## config.mk

```make
export PLATFORM = sky130hd
export DESIGN_NAME = pbdb_bridge
export DESIGN_NICKNAME = d
export VERILOG_FILES = /design/src/design/pbdb_pkg.sv /design/src/design/pbdb_bridge.sv
export SDC_FILE = /design/constraint.sdc
export NUM_CORES = 1
export LEC_CHECK = 0
export ABC_AREA = 1
export BUFFER_PORTS_ARGS = -buffer_cell sky130_fd_sc_hd__buf_2
export CORE_MARGIN = 4
export CORE_UTILIZATION = 35
export DETAILED_ROUTE_END_ITERATION = 8
export PLACE_DENSITY = 0.77
export SLEW_MARGIN = 20
export SYNTH_ARGS = -nofsm -noshare
export SYNTH_HDL_FRONTEND = slang
export SYNTH_SLANG_ARGS = --single-unit
```

## constraint.sdc

```tcl
create_clock -name clk -period 1.2 [get_ports clk]
set_input_delay 0.12 -clock clk [delete_from_list [all_inputs] [get_ports clk]]
set_output_delay 0.12 -clock clk [all_outputs]
set_load 0.005 [all_outputs]
```

## src/design/pbdb_pkg.sv

```systemverilog
// Package for the peripheral bus decode bridge: address map, unit
// indices, port widths, burst sizes and interrupt positions.
// Assumes a 32-bit byte-addressed system bus.
package pbdb_pkg;
    // =========================================================
    // Unit indices
    localparam int NUM_UNITS = 10;
    localparam int U_USB     = 0;
    localparam int U_UART1   = 1;
    localparam int U_GCLK    = 2;
    localparam int U_IRUART  = 3;
    localparam int U_HSIR    = 4;
    localparam int U_UART3   = 5;
    localparam int U_CODEC   = 6;
    localparam int U_SYNC    = 7;
    localparam int U_PIN     = 8;
    localparam int U_DISP    = 9;
    // =========================================================
    // Address map
    localparam logic [31:0] SERIAL_BASE  = 32'h8000_0000;
    localparam logic [31:0] PIN_BASE     = 32'h9006_0000;
    localparam logic [31:0] DISP_BASE    = 32'hB010_0000;
    localparam logic [31:0] SERIAL_LAST  = 32'h8007_0000;
    localparam int          REGION_BITS  = 16;
    localparam int          UNIT_SEL_BITS = 3;
    localparam int          ALIGN_BITS   = 2;
    localparam logic [1:0]  WORD_ALIGN   = 2'h0;
    localparam logic [15:0] REGION_MASK  = 16'hFFFF;
    // =========================================================
    // Transfer sizes
    localparam logic [1:0] SIZE_WORD = 2'h2;
    // Register width code: 0 = 8, 1 = 16, 2 = 32 bits
    localparam logic [1:0] W8  = 2'h0;
    localparam logic [1:0] W16 = 2'h1;
    localparam logic [1:0] W32 = 2'h2;
    // Burst length in bytes, zero where no DMA
    localparam logic [4:0] BURST_4W = 5'h10;
    localparam logic [4:0] BURST_8B = 5'h08;
    localparam logic [4:0] BURST_4B = 5'h04;
    localparam logic [4:0] BURST_NONE = 5'h00;
    // =========================================================
    // Interrupt pending positions
    localparam int IRQ_DISP  = 12;
    localparam int IRQ_USB   = 13;
    localparam int IRQ_UART1 = 15;
    localparam int IRQ_IR    = 16;
    localparam int IRQ_UART3 = 17;
    localparam int IRQ_CODEC = 18;
    localparam int IRQ_SYNC  = 19;
endpackage

```

## src/design/pbdb_bridge.sv

```systemverilog
// Peripheral bus decode bridge: decodes word accesses from the system
// bus into per-unit selects, tags DMA width/burst, maps unit interrupts.
// Assumes all bus and unit inputs come from the same clock domain.
//
// Summary of operation
// (RULE1) Only full word accesses pass to peripherals
// (RULE2) Narrow registers sit right justified in words
// (RULE3) Register width per unit: 32, 16, 8
// (RULE4) DMA burst sizes per unit as listed
// (RULE5) Each engine owns its own 64 Kbyte region
// (RULE6) Base addresses decoded from fixed map
// (RULE7) Bridge decodes programmed access and serves DMA
// (RULE8) Pin controller never raises DMA requests
// (RULE9) Interrupts map to fixed pending bit positions
// (RULE10) Codec and sync engines drive two interrupt lines; the IR port's two engines share one
// (RULE11) General clock engine raises no interrupt
// (RULE12) Pending register shows all unmasked interrupts; the pin controller's unit_irq is not mapped to any bit
// (RULE13) Display controller decoded on system bus directly
// (RULE14) Unmapped accesses select nothing, alter nothing
module pbdb_bridge
    import pbdb_pkg::*;
(
    input  wire logic                 clk,
    input  wire logic                 rst_b,
    input  wire logic                 clk_en,
    input  wire logic                 req_valid,
    input  wire logic                 req_write,
    input  wire logic [31:0]          req_addr,
    input  wire logic [1:0]           req_size,
    input  wire logic [31:0]          req_wdata,
    input  wire logic [NUM_UNITS-1:0] unit_dma_req,
    input  wire logic [NUM_UNITS-1:0] unit_irq,
    input  wire logic [31:0]          irq_mask,
    input  wire logic [31:0]          unit_rdata,
    output logic                      per_sel_valid,
    output logic [NUM_UNITS-1:0]      per_sel,
    output logic                      per_write,
    output logic [15:0]               per_offset,
    output logic [31:0]               per_wdata,
    output logic                      disp_sel,
    output logic                      req_done,
    output logic                      req_error,
    output logic [31:0]               req_rdata,
    output logic [NUM_UNITS-1:0]      dma_req_out,
    output logic [1:0]                dma_width,
    output logic [4:0]                dma_burst,
    output logic [31:0]               irq_pending
);
    // =========================================================
    // Decode helpers
    function automatic logic [NUM_UNITS-1:0] decode(
        input logic [31:0] a);
        logic [NUM_UNITS-1:0]     s;
        logic [UNIT_SEL_BITS-1:0] slot;
        s = '0;
        slot = a[REGION_BITS+UNIT_SEL_BITS-1:REGION_BITS];
        if (a[31:REGION_BITS+UNIT_SEL_BITS]
                == SERIAL_BASE[31:REGION_BITS+UNIT_SEL_BITS]) begin
            s[slot] = 1'b1;                          // [RULE5] [RULE6]
        end
        if (a[31:REGION_BITS] == PIN_BASE[31:REGION_BITS]) begin
            s[U_PIN] = 1'b1;                         // [RULE6]
        end
        if (a[31:REGION_BITS] == DISP_BASE[31:REGION_BITS]) begin
            s[U_DISP] = 1'b1;                        // [RULE13]
        end
        return s;
    endfunction

    function automatic logic [1:0] width_of(input int u);
        case (u)
            U_DISP, U_PIN:   width_of = W32;         // [RULE3]
            U_CODEC, U_SYNC: width_of = W16;         // [RULE3]
            default:         width_of = W8;          // [RULE3]
        endcase
    endfunction

    function automatic logic [4:0] burst_of(input int u);
        case (u)
            U_DISP:                         burst_of = BURST_4W;
            U_USB, U_HSIR, U_CODEC, U_SYNC: burst_of = BURST_8B;
            U_UART1, U_IRUART, U_UART3:     burst_of = BURST_4B;
            default:                        burst_of = BURST_NONE;
        endcase                                      // [RULE4] [RULE8]
    endfunction

    function automatic logic [31:0] mask_width(
        input logic [31:0] d, input logic [1:0] w);
        case (w)
            W8:      mask_width = {24'h000000, d[7:0]};
            W16:     mask_width = {16'h0000, d[15:0]};
            default: mask_width = d;
        endcase                                      // [RULE2]
    endfunction

    logic [NUM_UNITS-1:0] hit;
    logic [NUM_UNITS-1:0] pbus_hit;
    logic                 word_ok;
    logic                 take_ok;
    int                   hit_idx;
    assign hit     = decode(req_addr);
    assign word_ok = (req_size == SIZE_WORD)
                  && (req_addr[ALIGN_BITS-1:0] == WORD_ALIGN);
    assign take_ok = req_valid && word_ok && (hit != '0);

    // Display hits stay on the system bus side
    always_comb begin
        pbus_hit         = hit;
        pbus_hit[U_DISP] = 1'b0;                     // [RULE13]
    end

    always_comb begin
        hit_idx = 0;
        for (int i = 0; i < NUM_UNITS; i++) begin
            if (hit[i]) begin
                hit_idx = i;
            end
        end
    end

    // =========================================================
    // Programmed access: response to the requester
    always_ff @(posedge clk or negedge rst_b) begin
        if (!rst_b) begin
            req_done  <= 1'b0;
            req_error <= 1'b0;
        end else if (clk_en) begin
            req_done  <= req_valid;                  // [RULE14]
            req_error <= req_valid && !take_ok;      // [RULE1]
        end
    end

    // Programmed access: selects and write strobe
    always_ff @(posedge clk or negedge rst_b) begin
        if (!rst_b) begin
            per_sel_valid <= 1'b0;
            per_sel       <= '0;
            per_write     <= 1'b0;
            disp_sel      <= 1'b0;
        end else if (clk_en) begin
            if (take_ok) begin
                per_sel_valid <= ~hit[U_DISP];       // [RULE7]
                per_sel       <= pbus_hit;           // [RULE5]
                disp_sel      <= hit[U_DISP];        // [RULE13]
                per_write     <= req_write;
            end else begin
                per_sel_valid <= 1'b0;               // [RULE14]
                per_sel       <= '0;
                disp_sel      <= 1'b0;
                per_write     <= 1'b0;
            end
        end
    end

    // Offset and write data, held between accepted accesses
    always_ff @(posedge clk or negedge rst_b) begin
        if (!rst_b) begin
            per_offset <= 16'h0000;
            per_wdata  <= 32'h0000_0000;
        end else if (clk_en && take_ok) begin
            per_offset <= req_addr[REGION_BITS-1:0] & REGION_MASK;
            per_wdata  <= mask_width(req_wdata,
                                     width_of(hit_idx)); // [RULE2]
        end
    end

    // Read data, zero unless a peripheral unit was selected
    always_ff @(posedge clk or negedge rst_b) begin
        if (!rst_b) begin
            req_rdata <= 32'h0000_0000;
        end else if (clk_en) begin
            req_rdata <= per_sel_valid ? unit_rdata : 32'h0000_0000;
        end
    end

    // =========================================================
    // DMA request path
    logic [NUM_UNITS-1:0] dma_gate;
    int                   dma_idx;
    always_comb begin
        dma_idx = 0;
        for (int i = NUM_UNITS - 1; i >= 0; i--) begin
            dma_gate[i] = unit_dma_req[i] && (burst_of(i) != BURST_NONE);
            if (dma_gate[i]) begin
                dma_idx = i;
            end
        end
    end

    always_ff @(posedge clk or negedge rst_b) begin
        if (!rst_b) begin
            dma_req_out <= '0;
        end else if (clk_en) begin
            dma_req_out <= dma_gate;                 // [RULE7] [RULE8]
        end
    end

    // Width and burst follow the lowest-index unit whose DMA request passes dma_gate
    always_ff @(posedge clk or negedge rst_b) begin
        if (!rst_b) begin
            dma_width <= W8;
            dma_burst <= BURST_NONE;
        end else if (clk_en) begin
            dma_width <= width_of(dma_idx);          // [RULE3]
            dma_burst <= burst_of(dma_idx);          // [RULE4]
        end
    end

    // =========================================================
    // Interrupt pending map
    logic [31:0] raw_irq;
    always_comb begin
        raw_irq            = 32'h0000_0000;
        raw_irq[IRQ_DISP]  = unit_irq[U_DISP];       // [RULE9]
        raw_irq[IRQ_USB]   = unit_irq[U_USB];
        raw_irq[IRQ_UART1] = unit_irq[U_UART1];      // [RULE11]
        raw_irq[IRQ_IR]    = unit_irq[U_IRUART] | unit_irq[U_HSIR];
        raw_irq[IRQ_UART3] = unit_irq[U_UART3];
        raw_irq[IRQ_CODEC] = unit_irq[U_CODEC];      // [RULE10]
        raw_irq[IRQ_SYNC]  = unit_irq[U_SYNC];       // [RULE10]
    end

    always_ff @(posedge clk or negedge rst_b) begin
        if (!rst_b) begin
            irq_pending <= 32'h0000_0000;
        end else if (clk_en) begin
            irq_pending <= raw_irq & irq_mask;       // [RULE12]
        end
    end
endmodule

```

==> results of run 1 <==
==> synth_stat cells (3+ instances only) <==
cell	instances
buf_2	5
o21ai_0	20
nand4_1	4
nand3_1	51
buf_4	30
nor2_1	25
inv_1	42
nand2_2	6
nor3_1	5
clkbuf_1	16
o21ai_1	37
nand2_1	210
dfrtp_1	114
o21ai_2	10
buf_6	6
nor2_4	3
==> through the flow <==
| stage | utilization [%] | TNS (ns) |
|---|---|---|
| after floorplan | - | -0.01930 |
| after global placement | 47.76 | -10.20 |
| after detailed placement | 47.76 | -12.73 |
| after CTS | 59.67 | -0.01251 |
| after global routing | 60.13 | -0.04525 |
| final | 60.13 | 0 |
==> power groups by stage <==
stage	combinational, mW	clock (mW)	sequential (mW)
finish	0.973	5.43	3.94
global route	1.08	5.74	3.94
CTS	0.953	5.53	3.93
detailed placement	0.706	0	4.00
global placement	0.701	0	4.00
floorplan	0.274	0	4.01
==> flip-flops by register name (all words and copies together), names as in the netlist, 2 cells and up <==
| signal | count |
|---|---|
| irq_pending | 7 |
| dma_burst | 3 |
| dma_width | 2 |
| per_wdata | 32 |
| per_sel | 9 |
| req_rdata | 32 |
| dma_req_out | 8 |
| per_offset | 16 |
==> cells by family (layout without fill, tap and decap cells) <==
kind of cell | after synthesis | count (layout) | share of synthesized area (%)
AND/OR/NAND/NOR | 308 | 308 | 25.59
flip-flops | 114 | 114 | 55.83
other | 1 | 30 | 0.07339
buffers and inverters | 102 | 465 | 10.72
AO/OA/AOI/OAI | 71 | 71 | 7.787
==> worst max-delay path by stage <==
stage	cells after the start	slack (ns)	endpoint
after global routing	2	-0.04	per_sel_valid
after floorplan	10	-0.01	per_offset[4]$_DFFE_PN0P_
after detailed placement	10	-0.31	per_wdata[21]$_DFFE_PN0P_
final	2	0.009	per_sel_valid
after CTS	2	-0.01	per_sel_valid
after global placement	10	-0.25	per_wdata[18]$_DFFE_PN0P_
==> layer usage <==
metal,wire length [um],share of wire [%]
met1,6498,38
met4,869,5.0
met5,0,0
met3,1090,6.3
met2,8760,51
==> cell type report <==
type / instances / area [um2]
multi-input cells: 409 / 1859
inverters: 43 / 161.4
clock buffers: 21 / 450.4
flip-flops and latches: 114 / 2854
fillers: 1141 / 5620
clock inverters: 11 / 183.9
repair buffers: 390 / 2741
well taps: 180 / 225.2
==> critical path, stage by stage (launching register included) <==
cell	delay, ns
dfrtp_2	0.42
buf_12	0.14
buf_6	0.10
==> what timing repair did <==
item	CTS	global route
endpoints found under the setup margin	1	17
pin swaps	0	2
hold endpoints to repair	204	0
gates cloned	1	2
gates resized for setup	2	9
setup buffers	3	2
hold buffers	98	0
==> impl_metrics.json, run 1 <==
{
  "first_iter_violations": 276,
  "hold_class": "input pin to flip-flop",
  "comb_power_share_pct": 9.4,
  "worst_setup_path_end_kind": "primary output",
  "syn2layout_area_growth_pct": 65.87,
  "grt.overflow.total": 0,
  "seq_area_frac_synth_pct": 55.83,
  "met2_usage_pct": 34.88,
  "ios": 299,
  "clk_pin_slew_worst_paths_ns": 0.06,
  "finalWirelength_um": 17220,
  "reg2reg_from": "per_sel_valid$_DFFE_PN0P_",
  "core-area_um2": 14100,
  "cts_tree": "yes",
  "first_pass_iters": 5,
  "arrival_ns": 1.07,
  "yosys_warnings": 0,
  "rsz0062_at_grt": "yes",
  "drc_errors": 0,
  "layout_commonest_cell": "buf_2",
  "reg2reg_depth": 4,
  "ant_nets": 0,
  "grt_usage_pct": 20.75,
  "period_share_pct": 99.21,
  "power_leakage_nw": 4.702,
  "grt_pass1_wl_um": 27080,
  "start_kind": "flip-flop",
  "vias": 5378,
  "post-place-ws_ns": -0.3128,
  "total_power_mw": 10.34,
  "fin_crit_ns": 1.191,
  "setup_slack_ns": 0.009492,
  "routed_via_density": 4.604,
  "synth_area_leaders": "dfrtp_1 (56%), nand2_1 (15%), nand3_1 (5.0%)",
  "final_cells": 1168,
  "antenna_found_initial": 0,
  "io_buffers": 239,
  "r2r_slack_ns": 0.09,
  "stdcell_area_um2": 8476,
  "r2r-end": "req_rdata[20]$_DFFE_PN0P_",
  "pwr-share-clk_pct": 52.5,
  "cts_buffer_depth": 2,
  "power_density_nw_per_um2": 1220,
  "wl_per_cell_um": 14.74,
  "holdPathStages": 3,
  "die_w_um": 128.8,
  "fmax_mhz": 840.0,
  "cp_max_fo": 2,
  "crit_start": "per_sel_valid$_DFFE_PN0P_",
  "placed_area_um2": 6733,
  "busiest_layer": "met2",
  "required_ns": 1.08,
  "syn_avg_cell_area_um2": 8.574,
  "die_y_um": 128.8,
  "ys.flop_type": "dfrtp_1",
  "hold_slack_ns": -0.04572,
  "grt_pass1_vias": 5524,
  "final_nets": 1130,
  "netlist_area_um2": 5110,
  "syn_inst": 596,
  "dieArea_um2": 16600,
  "synth_edf_count": 0,
  "swShare_pct": 21.26,
  "cts_max_level": 4,
  "yosysTopAreaCell": "dfrtp_1",
  "hold_path_end": "irq_pending[12]$_DFFE_PN0P_",
  "dpl.cell_count": 1034,
  "insertion_delay_ns": 0.41,
  "grt_start_max_net_pins": 48,
  "std_cell_rows": 43,
  "synth-seq-cells": 114,
  "synth_cell_types": 27,
  "worstSetupPathType": "flip-flop to primary output",
  "violations": "negative hold slack",
  "ir_drop_mv": 0.8393,
  "finalWeightedCongestion": 0.8533,
  "final-hold-violation-count": 1,
  "cts-root-buf": "clkbuf_16",
  "power.switching_mw": 2.198,
  "synth_top_area_share_pct": 55.83,
  "outcome": "finished, violations left",
  "synthArstFlopShare_pct": 100.0,
  "drive_gt1_share_pct": 35.93,
  "power_frac_seq_pct": 38.1,
  "p_int_mw": 8.140,
  "cts_sinks": 114,
  "drv_cap": 0,
  "diodes": 0,
  "use_met1_pct": 23.35,
  "final_cell_mix": "buf_2 (235), nand2_1 (208), dfrtp_1 (113), dlygate4sd3_1 (97), nand3_1 (51)",
  "setup-violations-final": 0,
  "slew_viol_final": 0,
  "cts_buffers": 17,
  "start_util_pct": 36.25,
  "hpwl_um": 10820,
  "hp-start": "unit_irq[9]",
  "use_met3_pct": 5.272,
  "clock_skew_ns": 0.007610
}
Note: power is estimated with default switching activity, not from simulation.
==> run 2, diff against run 1 <==
clock period = 1.1 ns   (was 1.2 ns; I/O delays follow)
==> run 2 against run 1 <==
Net effect: the run ends with negative setup slack left; critical endpoint unchanged; wire length rose by 8.1%; largest power group unchanged; highest routed layer unchanged; flip-flop and latch count did not move; clock power fell by 5.9%; count of clock-buffer cells in the layout rose by 3.
==> impl_metrics.json, run 2 (synthesis results as in run 1) <==
{
  "outcome": "finished, violations left",
  "violations": "negative setup slack",
  "critPathSlowestCell": "dfrtp_2",
  "fill_cells": 1063,
  "hpwl_um": 10490,
  "required_ns": 0.99,
  "path_cells": "buf_12, buf_6",
  "setup_slack_ns": -0.07131,
  "final-hold-violation-count": 0,
  "clk_pin_slew_worst_paths_ns": 0.05,
  "core-area_um2": 14100,
  "multiInputGateArea_um2": 2036,
  "drive_gt1_share_pct": 41.60,
  "final_cell_mix": "buf_2 (234), nand2_1 (190), dfrtp_1 (113), dlygate4sd3_1 (99), nand3_1 (47)",
  "first_pass_iters": 4,
  "finalWirelength_um": 18620,
  "grt_usage_pct": 20.13,
  "reg2reg_from": "per_sel_valid$_DFFE_PN0P_",
  "p_int_mw": 8.144,
  "drc_errors": 0,
  "fin_crit_ns": 1.171,
  "io_buffers": 239,
  "power_frac_seq_pct": 40.9,
  "cp_max_fo": 2,
  "comb_power_share_pct": 10.5,
  "std_cell_rows": 43,
  "swShare_pct": 22.42,
  "layout_commonest_cell": "buf_2",
  "grt_pass1_wl_um": 26230,
  "holdPathStages": 3,
  "cts-root-buf": "clkbuf_16",
  "regArea_um2": 2854,
  "die_w_um": 128.8,
  "cts_buffers": 17,
  "slowest_delay_ns": 0.42,
  "reg2reg_depth": 4,
  "syn2layout_area_growth_pct": 74.02,
  "arrival_ns": 1.06,
  "die_y_um": 128.8,
  "power.switching_mw": 2.354,
  "hp-start": "unit_irq[4]",
  "cts_max_level": 4,
  "pwr-share-clk_pct": 48.6,
  "rsz0062_at_grt": "yes",
  "slew_viol_final": 0,
  "finalWeightedCongestion": 0.8577,
  "reg_top3": "per_wdata: 32 flops, req_rdata: 32 flops, per_offset: 16 flops",
  "hold_path_end": "irq_pending[16]$_DFFE_PN0P_",
  "power_leakage_nw": 4.891,
  "r2r-end": "req_rdata[2]$_DFFE_PN0P_",
  "period_share_pct": 106.5,
  "clock_skew_ns": 0.006984,
  "worstSetupPathType": "flip-flop to primary output",
  "path_buf_inv": 2,
  "final_nets": 1144,
  "wl_per_cell_um": 15.78,
  "finalSetupTns_ns": -0.1635,
  "hold_class": "input pin to flip-flop",
  "r2r_slack_ns": -0.01,
  "critPathTopFamily": "flip-flops",
  "cts_sinks": 114,
  "start_kind": "flip-flop",
  "insertion_delay_ns": 0.40,
  "setup-violations-final": 12,
  "dieArea_um2": 16600,
  "ant_nets": 0,
  "ios": 299,
  "power_density_nw_per_um2": 1181,
  "cts_tree": "yes",
  "grt_pass1_vias": 5262,
  "diodes": 0,
  "grt_start_max_net_pins": 46,
  "fmax_mhz": 853.7,
  "worst_setup_path_end_kind": "primary output",
  "vias": 5514,
  "cts_buffer_depth": 2,
  "grt.overflow.total": 0,
  "drv_cap": 0,
  "first_iter_violations": 229,
  "final_util_pct": 63.08,
  "antenna_found_initial": 0,
  "ir_drop_mv": 0.9250,
  "routed_via_density": 4.673,
  "start_util_pct": 36.25
}
## run 2: changes by cell type in the layout (fill, tap and decap cells not counted), moves of 7 or more
cell     delta
o21ai_2    +21
nand2_1    -18
o21ai_1    -14
nand2_2    +13
buf_6      +10
buf_4       -9
o21ai_0     -7
## run 2: worst max-delay path by stage
stage / cells past startpoint / end / startpoint
2_1_floorplan: 10 / per_offset[4]$_DFFE_PN0P_ / req_addr[23]
3_5_place_dp: 10 / per_wdata[18]$_DFFE_PN0P_ / req_addr[30]
5_1_grt: 12 / per_wdata[16]$_DFFE_PN0P_ / req_addr[31]
4_1_cts: 2 / per_sel_valid / per_sel_valid$_DFFE_PN0P_
6_report: 2 / per_sel_valid / per_sel_valid$_DFFE_PN0P_
3_3_place_gp: 10 / per_wdata[22]$_DFFE_PN0P_ / req_addr[30]
## run 2: worst register-to-register path, cell delays in order (launching register included)
cell,delay (ns)
dfrtp_2,0.42
buf_4,0.15
bufbuf_16,0.28
nand3_1,0.07
nand2_1,0.07
## run 2: layer usage
layer	share of wire (%)	track usage, %	vias up	wire length, um
li1	-	-	2628	-
met1	37	22.59	2609	6907
met2	53	35.58	230	9868
met3	6.4	4.732	47	1200
met4	3.4	10.19	0	642
met5	0	0	-	0
## run 2: cell type report
type / instances / area share, %
Sequential cell: 114 / 32.10
Multi-Input combinational cell: 409 / 22.89
Timing Repair Buffer: 404 / 34.52
Clock inverter: 6 / 0.6191
Inverter: 43 / 1.815
Clock buffer: 24 / 5.530
Tap cell: 180 / 2.533
## run 2: power by group through the flow
stage | combinational, mW | sequential (mW) | clock [mW]
6_report | 1.10 | 4.29 | 5.11
5_1_grt | 1.21 | 4.30 | 5.41
4_1_cts | 1.04 | 4.29 | 5.17
3_5_place_dp | 0.770 | 4.36 | 0
3_3_place_gp | 0.762 | 4.36 | 0
2_1_floorplan | 0.299 | 4.37 | 0
## run 2: repair_timing
item | in CTS | in global routing
gates cloned | 1 | 12
hold endpoints to repair | 205 | 3
setup endpoints to repair | 1 | 87
resized for setup | 5 | 83
setup buffers | 4 | 4
pin swaps | 0 | 17
hold buffers | 99 | 3
## run 2: metrics by stage
| step | setup slack (ns) | std cells | hold WS (ns) | cell area (um2) | power, mW |
|---|---|---|---|---|---|
| CTS | -0.09381 | 1164 | 0.003501 | 8348 | 10.50 |
| finish | -0.07131 | 1180 | 0.02739 | 8892 | 10.50 |
| detailed placement | -0.3779 | 1030 | 0.01318 | 6728 | 5.130 |
| global placement | -0.3401 | 1030 | 0.01414 | 6728 | 5.122 |
| floorplan | -0.09974 | 625 | -0.1856 | 5240 | 4.669 |
| global route | -0.1203 | 1180 | 0.03991 | 8892 | 10.92 |
==> run 3, diff against run 2 <==
CTS_CLUSTER_SIZE = 12   (was unset)
REMOVE_ABC_BUFFERS = 1   (was unset)
==> run 3 against run 2 <==
Net effect: the run still ends with negative setup slack left; register-to-register slack gained 0.06 ns; via count is 3.5% lower; non-clock buffer count is 18 lower; critical path depth is the same; flip-flop and latch count unchanged; critical path type unchanged; critical endpoint unchanged.
==> impl_metrics.json, run 3 (synthesis results as in run 1) <==
{
  "hpwl_um": 10600,
  "power_density_nw_per_um2": 1321,
  "ant_nets": 0,
  "first_iter_violations": 223,
  "cts_buffers": 17,
  "dieArea_um2": 16600,
  "cts_max_level": 4,
  "final_cell_mix": "buf_2 (234), nand2_1 (206), dfrtp_1 (113), dlygate4sd3_1 (98), nand3_1 (48)",
  "drv_cap": 0,
  "slew_viol_final": 0,
  "total_power_mw": 11.22,
  "cts_sinks": 114,
  "io_buffers": 239,
  "outcome": "finished, violations left",
  "antenna_found_initial": 0,
  "start_util_pct": 36.25,
  "ios": 299,
  "first_pass_iters": 4,
  "die_y_um": 128.8,
  "worstSetupPathType": "flip-flop to primary output",
  "hp-start": "unit_irq[3]",
  "diodes": 0,
  "finalWirelength_um": 17240,
  "required_ns": 0.99,
  "dpl.cell_count": 1028,
  "hold_slack_ns": 0.01491,
  "cts-root-buf": "clkbuf_16",
  "cts_tree": "yes",
  "final_cells": 1164,
  "rsz0062_at_grt": "yes",
  "hold_class": "input pin to flip-flop",
  "arrival_ns": 1.06,
  "std_cell_rows": 43,
  "cts_buffer_depth": 2,
  "violations": "negative setup slack",
  "grt_pass1_wl_um": 26010,
  "grt_usage_pct": 19.90,
  "clk_pin_slew_worst_paths_ns": 0.05,
  "drc_errors": 0,
  "grt_start_max_net_pins": 46,
  "grt_pass1_vias": 5284,
  "fmax_mhz": 855.9,
  "reg_top3": "per_wdata: 32 flops, req_rdata: 32 flops, per_offset: 16 flops",
  "start_kind": "flip-flop",
  "layout_commonest_cell": "buf_2",
  "setup_slack_ns": -0.06829,
  "routed_via_density": 4.573,
  "vias": 5323,
  "fin_crit_ns": 1.168,
  "final_nets": 1127,
  "ir_drop_mv": 0.8730,
  "syn2layout_area_growth_pct": 66.16,
  "grt.overflow.total": 0,
  "final-hold-violation-count": 0,
  "drive_gt1_share_pct": 36.59,
  "fill_cells": 1124,
  "post-place-ws_ns": -0.3743,
  "final_util_pct": 60.23,
  "clock_skew_ns": 0.004426,
  "cp_max_fo": 2,
  "core-area_um2": 14100,
  "finalWeightedCongestion": 0.8134,
  "wl_per_cell_um": 14.81,
  "die_w_um": 128.8,
  "power_leakage_nw": 4.687,
  "crit_start": "per_sel_valid$_DFFE_PN0P_",
  "period_share_pct": 106.2,
  "insertion_delay_ns": 0.40,
  "setup-violations-final": 1,
  "reg2reg_from": "per_sel_valid$_DFFE_PN0P_",
  "worst_setup_path_end_kind": "primary output"
}
==> run 3: worst max-delay path: stages (launching register included) <==
cell,delay (ns)
dfrtp_2,0.41
buf_12,0.13
buf_6,0.10
==> run 3: layout make-up <==
class | count | area [um2] | area share, %
Multi-Input combinational cell | 410 | 1901 | 22.38
Clock inverter | 9 | 152.6 | 1.798
Sequential cell | 114 | 2854 | 33.61
Timing Repair Buffer | 386 | 2713 | 31.95
Tap cell | 180 | 225.2 | 2.653
Inverter | 43 | 161.4 | 1.901
Clock buffer | 22 | 484.2 | 5.703
==> run 3: worst paths after layout <==
check                                              end  depth (start not counted)  slack [ns]
min reg2reg                  per_offset[1]$_DFFE_PN0P_                          2        0.46
max in group asynchronous    req_rdata[24]$_DFFE_PN0P_                          3        0.44
max                                      per_sel_valid                          2       -0.07
min                        irq_pending[16]$_DFFE_PN0P_                          3        0.01
min in group asynchronous     req_rdata[1]$_DFFE_PN0P_                          2        0.14
max reg2reg                  req_rdata[10]$_DFFE_PN0P_                          4        0.05
==> run 3: timing repair <==
item                       CTS  global route
pin swaps                    0            11
gates cloned                 1             5
hold buffers                98             1
gates resized for setup      2            25
buffers inserted             2             1
hold endpoints to repair   205             1
setup endpoints to repair    1            20
==> run 3: routing by layer <==
metal  vias up  part of all wire, %  global-route usage, %
met5         -                    0                      0
met2       250                   51                  34.33
met1      2450                   39                  23.24
li1       2589                    -                      -
met4         0                  2.1                  8.215
met3        34                  7.8                  5.687
==> run 3: metrics by stage <==
| step | instance area (um2) | TNS [ns] |
|---|---|---|
| floorplan | 4832 | -51.88 |
| global placement | 6666 | -13.24 |
| detailed placement | 6666 | -15.49 |
| CTS | 8339 | -0.09204 |
| global route | 8491 | -0.4155 |
| finish | 8491 | -0.06829 |
==> run 3: report_power, final <==
group          internal [mW]  total (mW)  switching (mW)
registers               4.26        4.30          0.0334
logic                  0.568        1.06           0.496
clock network           4.01        5.86            1.85
total                   8.84        11.2            2.38
